### config.mk
export PLATFORM = sky130hd
export DESIGN_NAME = sgan_ability
export DESIGN_NICKNAME = d
export VERILOG_FILES = /design/src/rtl/sgan_pkg.sv /design/src/rtl/sgan_match.sv /design/src/rtl/sgan_ability.sv
export SDC_FILE = /design/constraint.sdc
export NUM_CORES = 1
export LEC_CHECK = 0
export BUFFER_PORTS_ARGS = -buffer_cell sky130_fd_sc_hd__buf_2
export CAP_MARGIN = 20
export CORE_MARGIN = 2
export CORE_UTILIZATION = 48
export CTS_CLUSTER_DIAMETER = 100
export DETAILED_ROUTE_END_ITERATION = 16
export PLACE_DENSITY = 0.77
export RECOVER_POWER = 50
export SLEW_MARGIN = 40
export SYNTH_ARGS = -nofsm -noshare
export SYNTH_HDL_FRONTEND = slang
export SYNTH_SLANG_ARGS = --single-unit
### constraint.sdc
create_clock -name pclk -period 1.3 [get_ports pclk]
set_input_delay 0.13 -clock pclk [delete_from_list [all_inputs] [get_ports pclk]]
set_output_delay 0.13 -clock pclk [all_outputs]
set_load 0.1 [all_outputs]
### src/rtl/sgan_pkg.sv
//
// Purpose: constants and types for the sgmii ability-word block
// Assumes: registers are 16 bits wide, one per aligned apb word
// Notes: printed offsets are word indexes; byte address is four times
//
// How it works
// - mac role sends fixed word 16'h4001, ignoring local advertisement
// - mac role takes speed and duplex from peer word on completion
// - bits 11:10 code speed: 00 10M, 01 100M, 10 1G, 11 reserved
// - bit 12 gives duplex: 1 full, 0 half
// - mac role stores peer bit 14 as received; no logic reads it
// - bit 15 gives line link: 1 up, 0 down
// - phy role takes speed and duplex from local word on completion
// - phy role local bit 14 is read-only acknowledge from the device
// - expansion bit 0 shows partner negotiation ability, resets to 0
// - expansion bit 1 sets when a new partner page arrives
// - reading expansion clears bit 1; reset value 0
// - expansion bits 15:2 always read as 0
// - role select 1 picks phy role, 0 mac role, resets to 0
//
package sgan_pkg;

  // ****************************************************************
  // register indexes (byte address = 4 * index)
  // ****************************************************************
  localparam logic [5:0] SGAN_IDX_LOCAL = 6'h04;
  localparam logic [5:0] SGAN_IDX_PEER = 6'h05;
  localparam logic [5:0] SGAN_IDX_EXPAN = 6'h06;
  localparam logic [5:0] SGAN_IDX_MODE = 6'h14;
  localparam logic [5:0] SGAN_IDX_RESULT = 6'h15;

  // ****************************************************************
  // field positions
  // ****************************************************************
  localparam int SGAN_ACK_BIT = 14;
  localparam int SGAN_EXP_ABLE_BIT = 0;
  localparam int SGAN_EXP_PAGE_BIT = 1;
  localparam int SGAN_MODE_ROLE_BIT = 5;
  localparam int SGAN_RES_DONE_BIT = 0;
  localparam int SGAN_RES_SPD_LSB = 1;
  localparam int SGAN_RES_DPX_BIT = 3;
  localparam int SGAN_RES_LINK_BIT = 4;

  // ****************************************************************
  // reset values and fixed words
  // ****************************************************************
  localparam logic [15:0] SGAN_MAC_WORD = 16'h4001;
  localparam logic [15:0] SGAN_LOCAL_RST = 16'h0001;
  localparam logic [15:0] SGAN_PEER_RST = 16'h0000;
  localparam logic [1:0] SGAN_SPEED_RST = 2'h0;
  localparam logic SGAN_ROLE_RST = 1'b0;
  localparam int SGAN_MATCH_COUNT = 3;

  // ****************************************************************
  // speed codes and roles
  // ****************************************************************
  typedef enum logic [1:0] {
    SGAN_SPD_10M = 2'h0,
    SGAN_SPD_100M = 2'h1,
    SGAN_SPD_1G = 2'h2,
    SGAN_SPD_RSVD = 2'h3
  } sgan_speed_e;

  typedef enum logic {
    SGAN_ROLE_MAC = 1'b0,
    SGAN_ROLE_PHY = 1'b1
  } sgan_role_e;

  // ****************************************************************
  // ability word layout
  // ****************************************************************
  typedef struct packed {
    logic link;
    logic ack;
    logic rsvd13;
    logic duplex;
    logic [1:0] speed;
    logic [9:0] rsvd;
  } sgan_word_s;

  // resolved operating point
  typedef struct packed {
    logic link;
    logic duplex;
    logic [1:0] speed;
  } sgan_result_s;

endpackage

### src/rtl/sgan_match.sv
//
// Purpose: acknowledge from consecutive matching received ability words
// Assumes: word_valid pulses once per received word, same clock
// Notes: the acknowledge bit itself is left out of the comparison
//
`timescale 1ns/1ps
module sgan_match
  import sgan_pkg::*;
#(
  parameter int COUNT = SGAN_MATCH_COUNT
) (
  input wire logic pclk,
  input wire logic presetn,
  input wire logic restart,
  input wire logic word_valid,
  input wire logic [15:0] word,
  output logic ack
);

  typedef struct packed {
    logic [15:0] last;
    logic [3:0] run;
    logic ack;
  } sgan_match_state_s;

  sgan_match_state_s st, next_st;
  logic same;

  // ****************************************************************
  // run length of identical words
  // ****************************************************************
  always_comb begin
    next_st = st;
    same = (word[15] == st.last[15]) && (word[13:0] == st.last[13:0]);
    if (restart) begin
      next_st.run = 4'h0;
      next_st.ack = 1'b0;
    end else if (word_valid) begin
      next_st.last = word;
      if (same && st.run != 4'h0) begin
        if (st.run < 4'(COUNT)) begin
          next_st.run = st.run + 4'h1;
        end
      end else begin
        next_st.run = 4'h1;
      end
      next_st.ack = (same && st.run != 4'h0 &&
                     st.run + 4'h1 >= 4'(COUNT)) ||
                    (same && st.ack);
    end
  end

  // state register
  always_ff @(posedge pclk or negedge presetn) begin
    if (!presetn) begin
      st <= '0;
    end else begin
      st <= next_st;
    end
  end

  assign ack = st.ack;

endmodule // sgan_match

### src/rtl/sgan_ability.sv
//
// Purpose: sgmii ability words, result resolution, expansion status
// Assumes: apb slave, pclk 40 MHz, link engine on the same clock
// Notes: no wait state on any apb access; pready from a flop
//
`timescale 1ns/1ps
module sgan_ability
  import sgan_pkg::*;
#(
  parameter int ADDR_W = 8
) (
  input wire logic pclk,
  input wire logic presetn,
  input wire logic [ADDR_W-1:0] paddr,
  input wire logic psel,
  input wire logic penable,
  input wire logic pwrite,
  input wire logic [31:0] pwdata,
  output logic [31:0] prdata,
  output logic pready,
  output logic pslverr,
  input wire logic rx_page,
  input wire logic [15:0] rx_word,
  input wire logic an_complete,
  input wire logic an_restart,
  input wire logic partner_an_able,
  output logic [15:0] tx_ability,
  output logic [1:0] op_speed,
  output logic op_duplex,
  output logic op_link
);

  // ****************************************************************
  // state
  // ****************************************************************
  typedef struct packed {
    logic [15:0] local_adv;
    logic [15:0] peer_adv;
    logic page;
    logic able;
    logic role;
    sgan_result_s res;
    logic done;
    logic done_q;
    logic rdy;
    logic [31:0] rdata;
    logic err;
    logic [15:0] tx;
  } sgan_state_s;

  sgan_state_s st, next_st;

  logic ack_local;
  logic setup;
  logic access;
  logic hit;
  logic [5:0] idx;
  logic [15:0] rd_word;
  logic [15:0] local_view;
  logic [15:0] exp_view;
  logic [15:0] mode_view;
  logic [15:0] res_view;
  sgan_word_s chosen;

  // ****************************************************************
  // acknowledge for the phy role
  // ****************************************************************
  sgan_match #(
    .COUNT(SGAN_MATCH_COUNT)
  ) sgan_match_i (
    .pclk(pclk),
    .presetn(presetn),
    .restart(an_restart),
    .word_valid(rx_page),
    .word(rx_word),
    .ack(ack_local)
  );

  // ****************************************************************
  // apb decode
  // ****************************************************************
  assign setup = psel && !penable;
  assign access = psel && penable && st.rdy;
  assign idx = paddr[7:2];

  // register views as software sees them
  always_comb begin
    local_view = st.local_adv;
    local_view[SGAN_ACK_BIT] = ack_local;
    exp_view = 16'h0000;
    exp_view[SGAN_EXP_ABLE_BIT] = st.able;
    exp_view[SGAN_EXP_PAGE_BIT] = st.page;
    mode_view = 16'h0000;
    mode_view[SGAN_MODE_ROLE_BIT] = st.role;
    res_view = 16'h0000;
    res_view[SGAN_RES_DONE_BIT] = st.done;
    res_view[SGAN_RES_SPD_LSB +: 2] = st.res.speed;
    res_view[SGAN_RES_DPX_BIT] = st.res.duplex;
    res_view[SGAN_RES_LINK_BIT] = st.res.link;
  end

  // read mux, unmapped words flagged
  always_comb begin
    rd_word = 16'h0000;
    hit = 1'b1;
    if (paddr[1:0] != 2'h0) begin
      hit = 1'b0;
    end else begin
      case (idx)
        SGAN_IDX_LOCAL: begin
          rd_word = local_view;
        end
        SGAN_IDX_PEER: begin
          rd_word = st.peer_adv;
        end
        SGAN_IDX_EXPAN: begin
          rd_word = exp_view;
        end
        SGAN_IDX_MODE: begin
          rd_word = mode_view;
        end
        SGAN_IDX_RESULT: begin
          rd_word = res_view;
        end
        default: begin
          hit = 1'b0;
        end
      endcase
    end
  end

  // word used for resolution in each role
  always_comb begin
    if (st.role == SGAN_ROLE_PHY) begin
      chosen = sgan_word_s'(st.local_adv);
    end else begin
      chosen = sgan_word_s'(st.peer_adv);
    end
  end

  // ****************************************************************
  // next state
  // ****************************************************************
  always_comb begin
    next_st = st;

    // apb handshake: no wait state, answer staged at setup
    next_st.rdy = setup && !st.rdy;
    if (setup) begin
      next_st.rdata = {16'h0000, rd_word};
      next_st.err = !hit;
    end else if (access) begin
      next_st.rdata = 32'h0000_0000;
      next_st.err = 1'b0;
    end

    // software writes, taken at the completing edge
    if (access && pwrite && hit) begin
      case (idx)
        SGAN_IDX_LOCAL: begin
          next_st.local_adv = pwdata[15:0];
        end
        SGAN_IDX_MODE: begin
          next_st.role = pwdata[SGAN_MODE_ROLE_BIT];
        end
        default: begin
          next_st.role = st.role;
        end
      endcase
    end

    // partner ability capture
    next_st.able = partner_an_able;
    if (rx_page) begin
      next_st.peer_adv = rx_word;
    end

    // page flag: only a read that returned 1 clears, set wins
    if (access && !pwrite && idx == SGAN_IDX_EXPAN &&
        st.rdata[SGAN_EXP_PAGE_BIT]) begin
      next_st.page = 1'b0;
    end
    if (rx_page) begin
      next_st.page = 1'b1;
    end

    // completion tracking and resolution on its rising edge
    next_st.done_q = an_complete;
    if (an_restart) begin
      next_st.done = 1'b0;
    end else if (an_complete && !st.done_q) begin
      next_st.done = 1'b1;
      next_st.res.duplex = chosen.duplex;
      next_st.res.link = chosen.link;
      if (chosen.speed != SGAN_SPD_RSVD) begin
        next_st.res.speed = chosen.speed;
      end else begin
        next_st.res.speed = st.res.speed;
      end
    end else if (!an_complete) begin
      next_st.done = 1'b0;
    end

    // transmitted ability word for each role
    if (st.role == SGAN_ROLE_MAC) begin
      next_st.tx = SGAN_MAC_WORD;
    end else begin
      next_st.tx = local_view;
    end
  end

  // ****************************************************************
  // state register
  // ****************************************************************
  always_ff @(posedge pclk or negedge presetn) begin
    if (!presetn) begin
      st <= '0;
      st.local_adv <= SGAN_LOCAL_RST;
      st.peer_adv <= SGAN_PEER_RST;
      st.role <= SGAN_ROLE_RST;
      st.res.speed <= SGAN_SPEED_RST;
      st.tx <= SGAN_MAC_WORD;
    end else begin
      st <= next_st;
    end
  end

  // outputs straight from the state flops
  assign prdata = st.rdata;
  assign pready = st.rdy;
  assign pslverr = st.err;
  assign tx_ability = st.tx;
  assign op_speed = st.res.speed;
  assign op_duplex = st.res.duplex;
  assign op_link = st.res.link;

endmodule // sgan_ability

==> results.sh <==
export IMPL_ys_ff_latch=94
export IMPL_synth_async_sr_flop_share_pct=100.0
export IMPL_cts_max_level=3
export IMPL_grtUsageTotal_pct=20.65
export IMPL_hold_class="in -> reg"
export IMPL_place_congestion=0.8677
export IMPL_synth_edf_count=0
export IMPL_cts_root_buf="clkbuf_8"
export IMPL_avgSynthCellArea_um2=12.15
export IMPL_num_antenna_cells=0
export IMPL_wire_per_inst_um=17.60
export IMPL_violations="setup timing"
export IMPL_gr_total_overflow=0
export IMPL_synth_compound_area_share_pct=6.582
export IMPL_rsz0062_at_grt="yes"
export IMPL_synthFlopType="dfrtp_1"
export IMPL_r2r_start="sgan_match_i.st[18]"
export IMPL_p_total_mw=6.499
export IMPL_fmax_mhz=565.8
export IMPL_peakVddDrop_v=0.0004983
export IMPL_status="complete, but fails checks"
export IMPL_drtAntennaViolNets=0
export IMPL_start_kind="register"
export IMPL_ioPinCount=119
export IMPL_postSynthCellCount=366
export IMPL_multi_input_area_mm2=0.001798
export IMPL_rrSetupSlack_ns=-0.47
export IMPL_cts_buffer_depth=2
export IMPL_place_inst=552
export IMPL_crit_fanout=4
export IMPL_p_per_area_mw_per_mm2=1192
export IMPL_die_y_um=100.3
export IMPL_antenna_found_initial=0
export IMPL_drv_cap=0
export IMPL_synth_mux_area_share_pct=16.48
export IMPL_final_common_cell="dfrtp_1"
export IMPL_setup_tns_ns=-4.973
export IMPL_fillers=713
export IMPL_timing_hold_ws_ns=0.01615
export IMPL_placed_area_mm2=0.004990
export IMPL_finalSetupViolCount=21
export IMPL_fin_crit_sh_pct=135.9
export IMPL_synth_cell_types=47
export IMPL_cts_tree="done"
export IMPL_route_detailed_drc=0
export IMPL_min_from="pwdata[4]"
export IMPL_fp_dieW_um=100.3
export IMPL_rows=35
export IMPL_regArea_mm2=0.002364
export IMPL_final_cell_mix="87 x dfrtp_1, 63 x buf_2, 40 x buf_4, 37 x mux2_2, 20 x nand2_1"
export IMPL_clk_pin_slew_ns=0.09
export IMPL_grt_pass1_vias=2966
export IMPL_clk_latency_ns=0.36
export IMPL_coreArea_mm2=0.009109
export IMPL_worst_slew_pin_slew_ns=0.5191
export IMPL_grt_first_pass_wirelength_mm=15.77
export IMPL_die_area_mm2=0.01005
export IMPL_final_core_util_pct=59.85
export IMPL_instances_no_fill=578
export IMPL_max_slew_margin_pct=65.39
export IMPL_via_per_inst=5.228
export IMPL_drive_gt1_share_pct=47.11
export IMPL_synthSimpleGateAreaFrac_pct=9.170
export IMPL_crit_required_ns=1.54
export IMPL_critPathKind="reg -> reg"
export IMPL_end_kind="register"
export IMPL_vias=3022
export IMPL_syn_cell_area_mm2=0.004448
export IMPL_dp_hpwl_mm=6.902
export IMPL_critPathLaunch="sgan_match_i.st[18]"
export IMPL_finClkSkew_ns=0.008863
export IMPL_hold_violations=0
export IMPL_drt_iter0_drc=153
export IMPL_start_util_pct=48.83
export IMPL_grt_max_degree=41
export IMPL_fin_crit_ns=1.767
export IMPL_setup_ws_ns=-0.4673
export IMPL_synthXorXnorAreaFrac_pct=2.954
export IMPL_yosysWarnings=0
export IMPL_cts_buffers=9
export IMPL_firstDrtPassIters=4
export IMPL_synthAdderAreaFrac_pct=0.8439
export IMPL_arrival_ns=2.01
export IMPL_ys_seq_area_share_pct=52.97
export IMPL_maxSlewViolCount=0
export IMPL_portBuffers=85
export IMPL_synth_top_family_by_area="multiplexers"
export IMPL_cts_sinks=94
export IMPL_cellLeakagePower_nw=2.645
export IMPL_final_design_area_no_fill_mm2=0.005451
export IMPL_dp_slack_ns=-0.3653
export IMPL_nets=531
export IMPL_syn_to_final_growth_pct=22.56
export IMPL_drt_total_wl_mm=10.17
## cell usage after synthesis (all sizes together), types with 4 or more instances
cell type	count	share of area, %
o21ai	18	2.0
clkbuf	6	0.73
mux2	52	14
dfrtp	91	51
and3	5	0.76
mux2i	11	2.5
xor2	15	3.0
a21oi	12	1.4
buf	55	9.3
nor2	9	0.93
inv	10	0.84
nand3	4	0.45
nand2	22	2.0
and2	16	2.3
## cell type report
cell class | count | share of cell area, %
Inverter | 10 | 0.6885
Timing Repair Buffer | 131 | 16.55
Multi-Input combinational cell | 217 | 32.98
Tap cell | 111 | 2.548
Clock inverter | 6 | 1.607
Sequential cell | 94 | 43.36
Clock buffer | 9 | 2.272
## power by group
part / leakage [nW] / switching (mW) / internal, mW
combinational: 1.34 / 0.800 / 0.401
clock: 0.0973 / 1.02 / 1.07
sequential: 1.20 / 0.123 / 3.08
## worst max-delay path: stages, from the launching register on
cell	delay (ns)
dfrtp_1	0.42
xor2_2	0.16
nor4_2	0.34
nand4_1	0.14
buf_4	0.18
buf_6	0.11
a221oi_1	0.30
## metal layers
metal	part of all wire, %	track usage (%)	wire length [um]
met1	41	26.22	4199
met2	52	35.42	5289
met5	0	0	0
met3	4.3	4.387	436
met4	2.4	6.639	244
## flip-flops by register name, summed over array words and instances, names as in the netlist, 2 cells and up
register / cells
exp_view: 2
local_view: 15
op_speed: 2
prdata: 16
sgan_match_i.st: 19
st: 17
tx_ability: 16
## repair_timing
item,in CTS,in global routing
cloned,1,1
buffers inserted,0,2
setup endpoints to repair,29,44
hold endpoints to repair,99,0
pin swaps,11,4
resized for setup,23,23
hold buffers,7,0
## kinds of logic (layout without fill, tap and decap cells)
logic type	Yosys count	count (layout)
flops	94	94
compound gates	47	47
mux	63	63
xor+xnor	15	15
other cells	1	16
simple gates	72	73
fa+ha+maj	3	3
buf+inv	71	156
## worst paths after layout
path | cells past startpoint | to
hold / removal | 2 | local_view[4]
hold reg to reg | 1 | res_view[0]
setup reg to reg | 6 | sgan_match_i.ack
max in group asynchronous | 3 | tx_ability[14]
setup / recovery | 6 | sgan_match_i.ack
min in group asynchronous | 2 | pslverr
(Power assumes the default switching activity.)
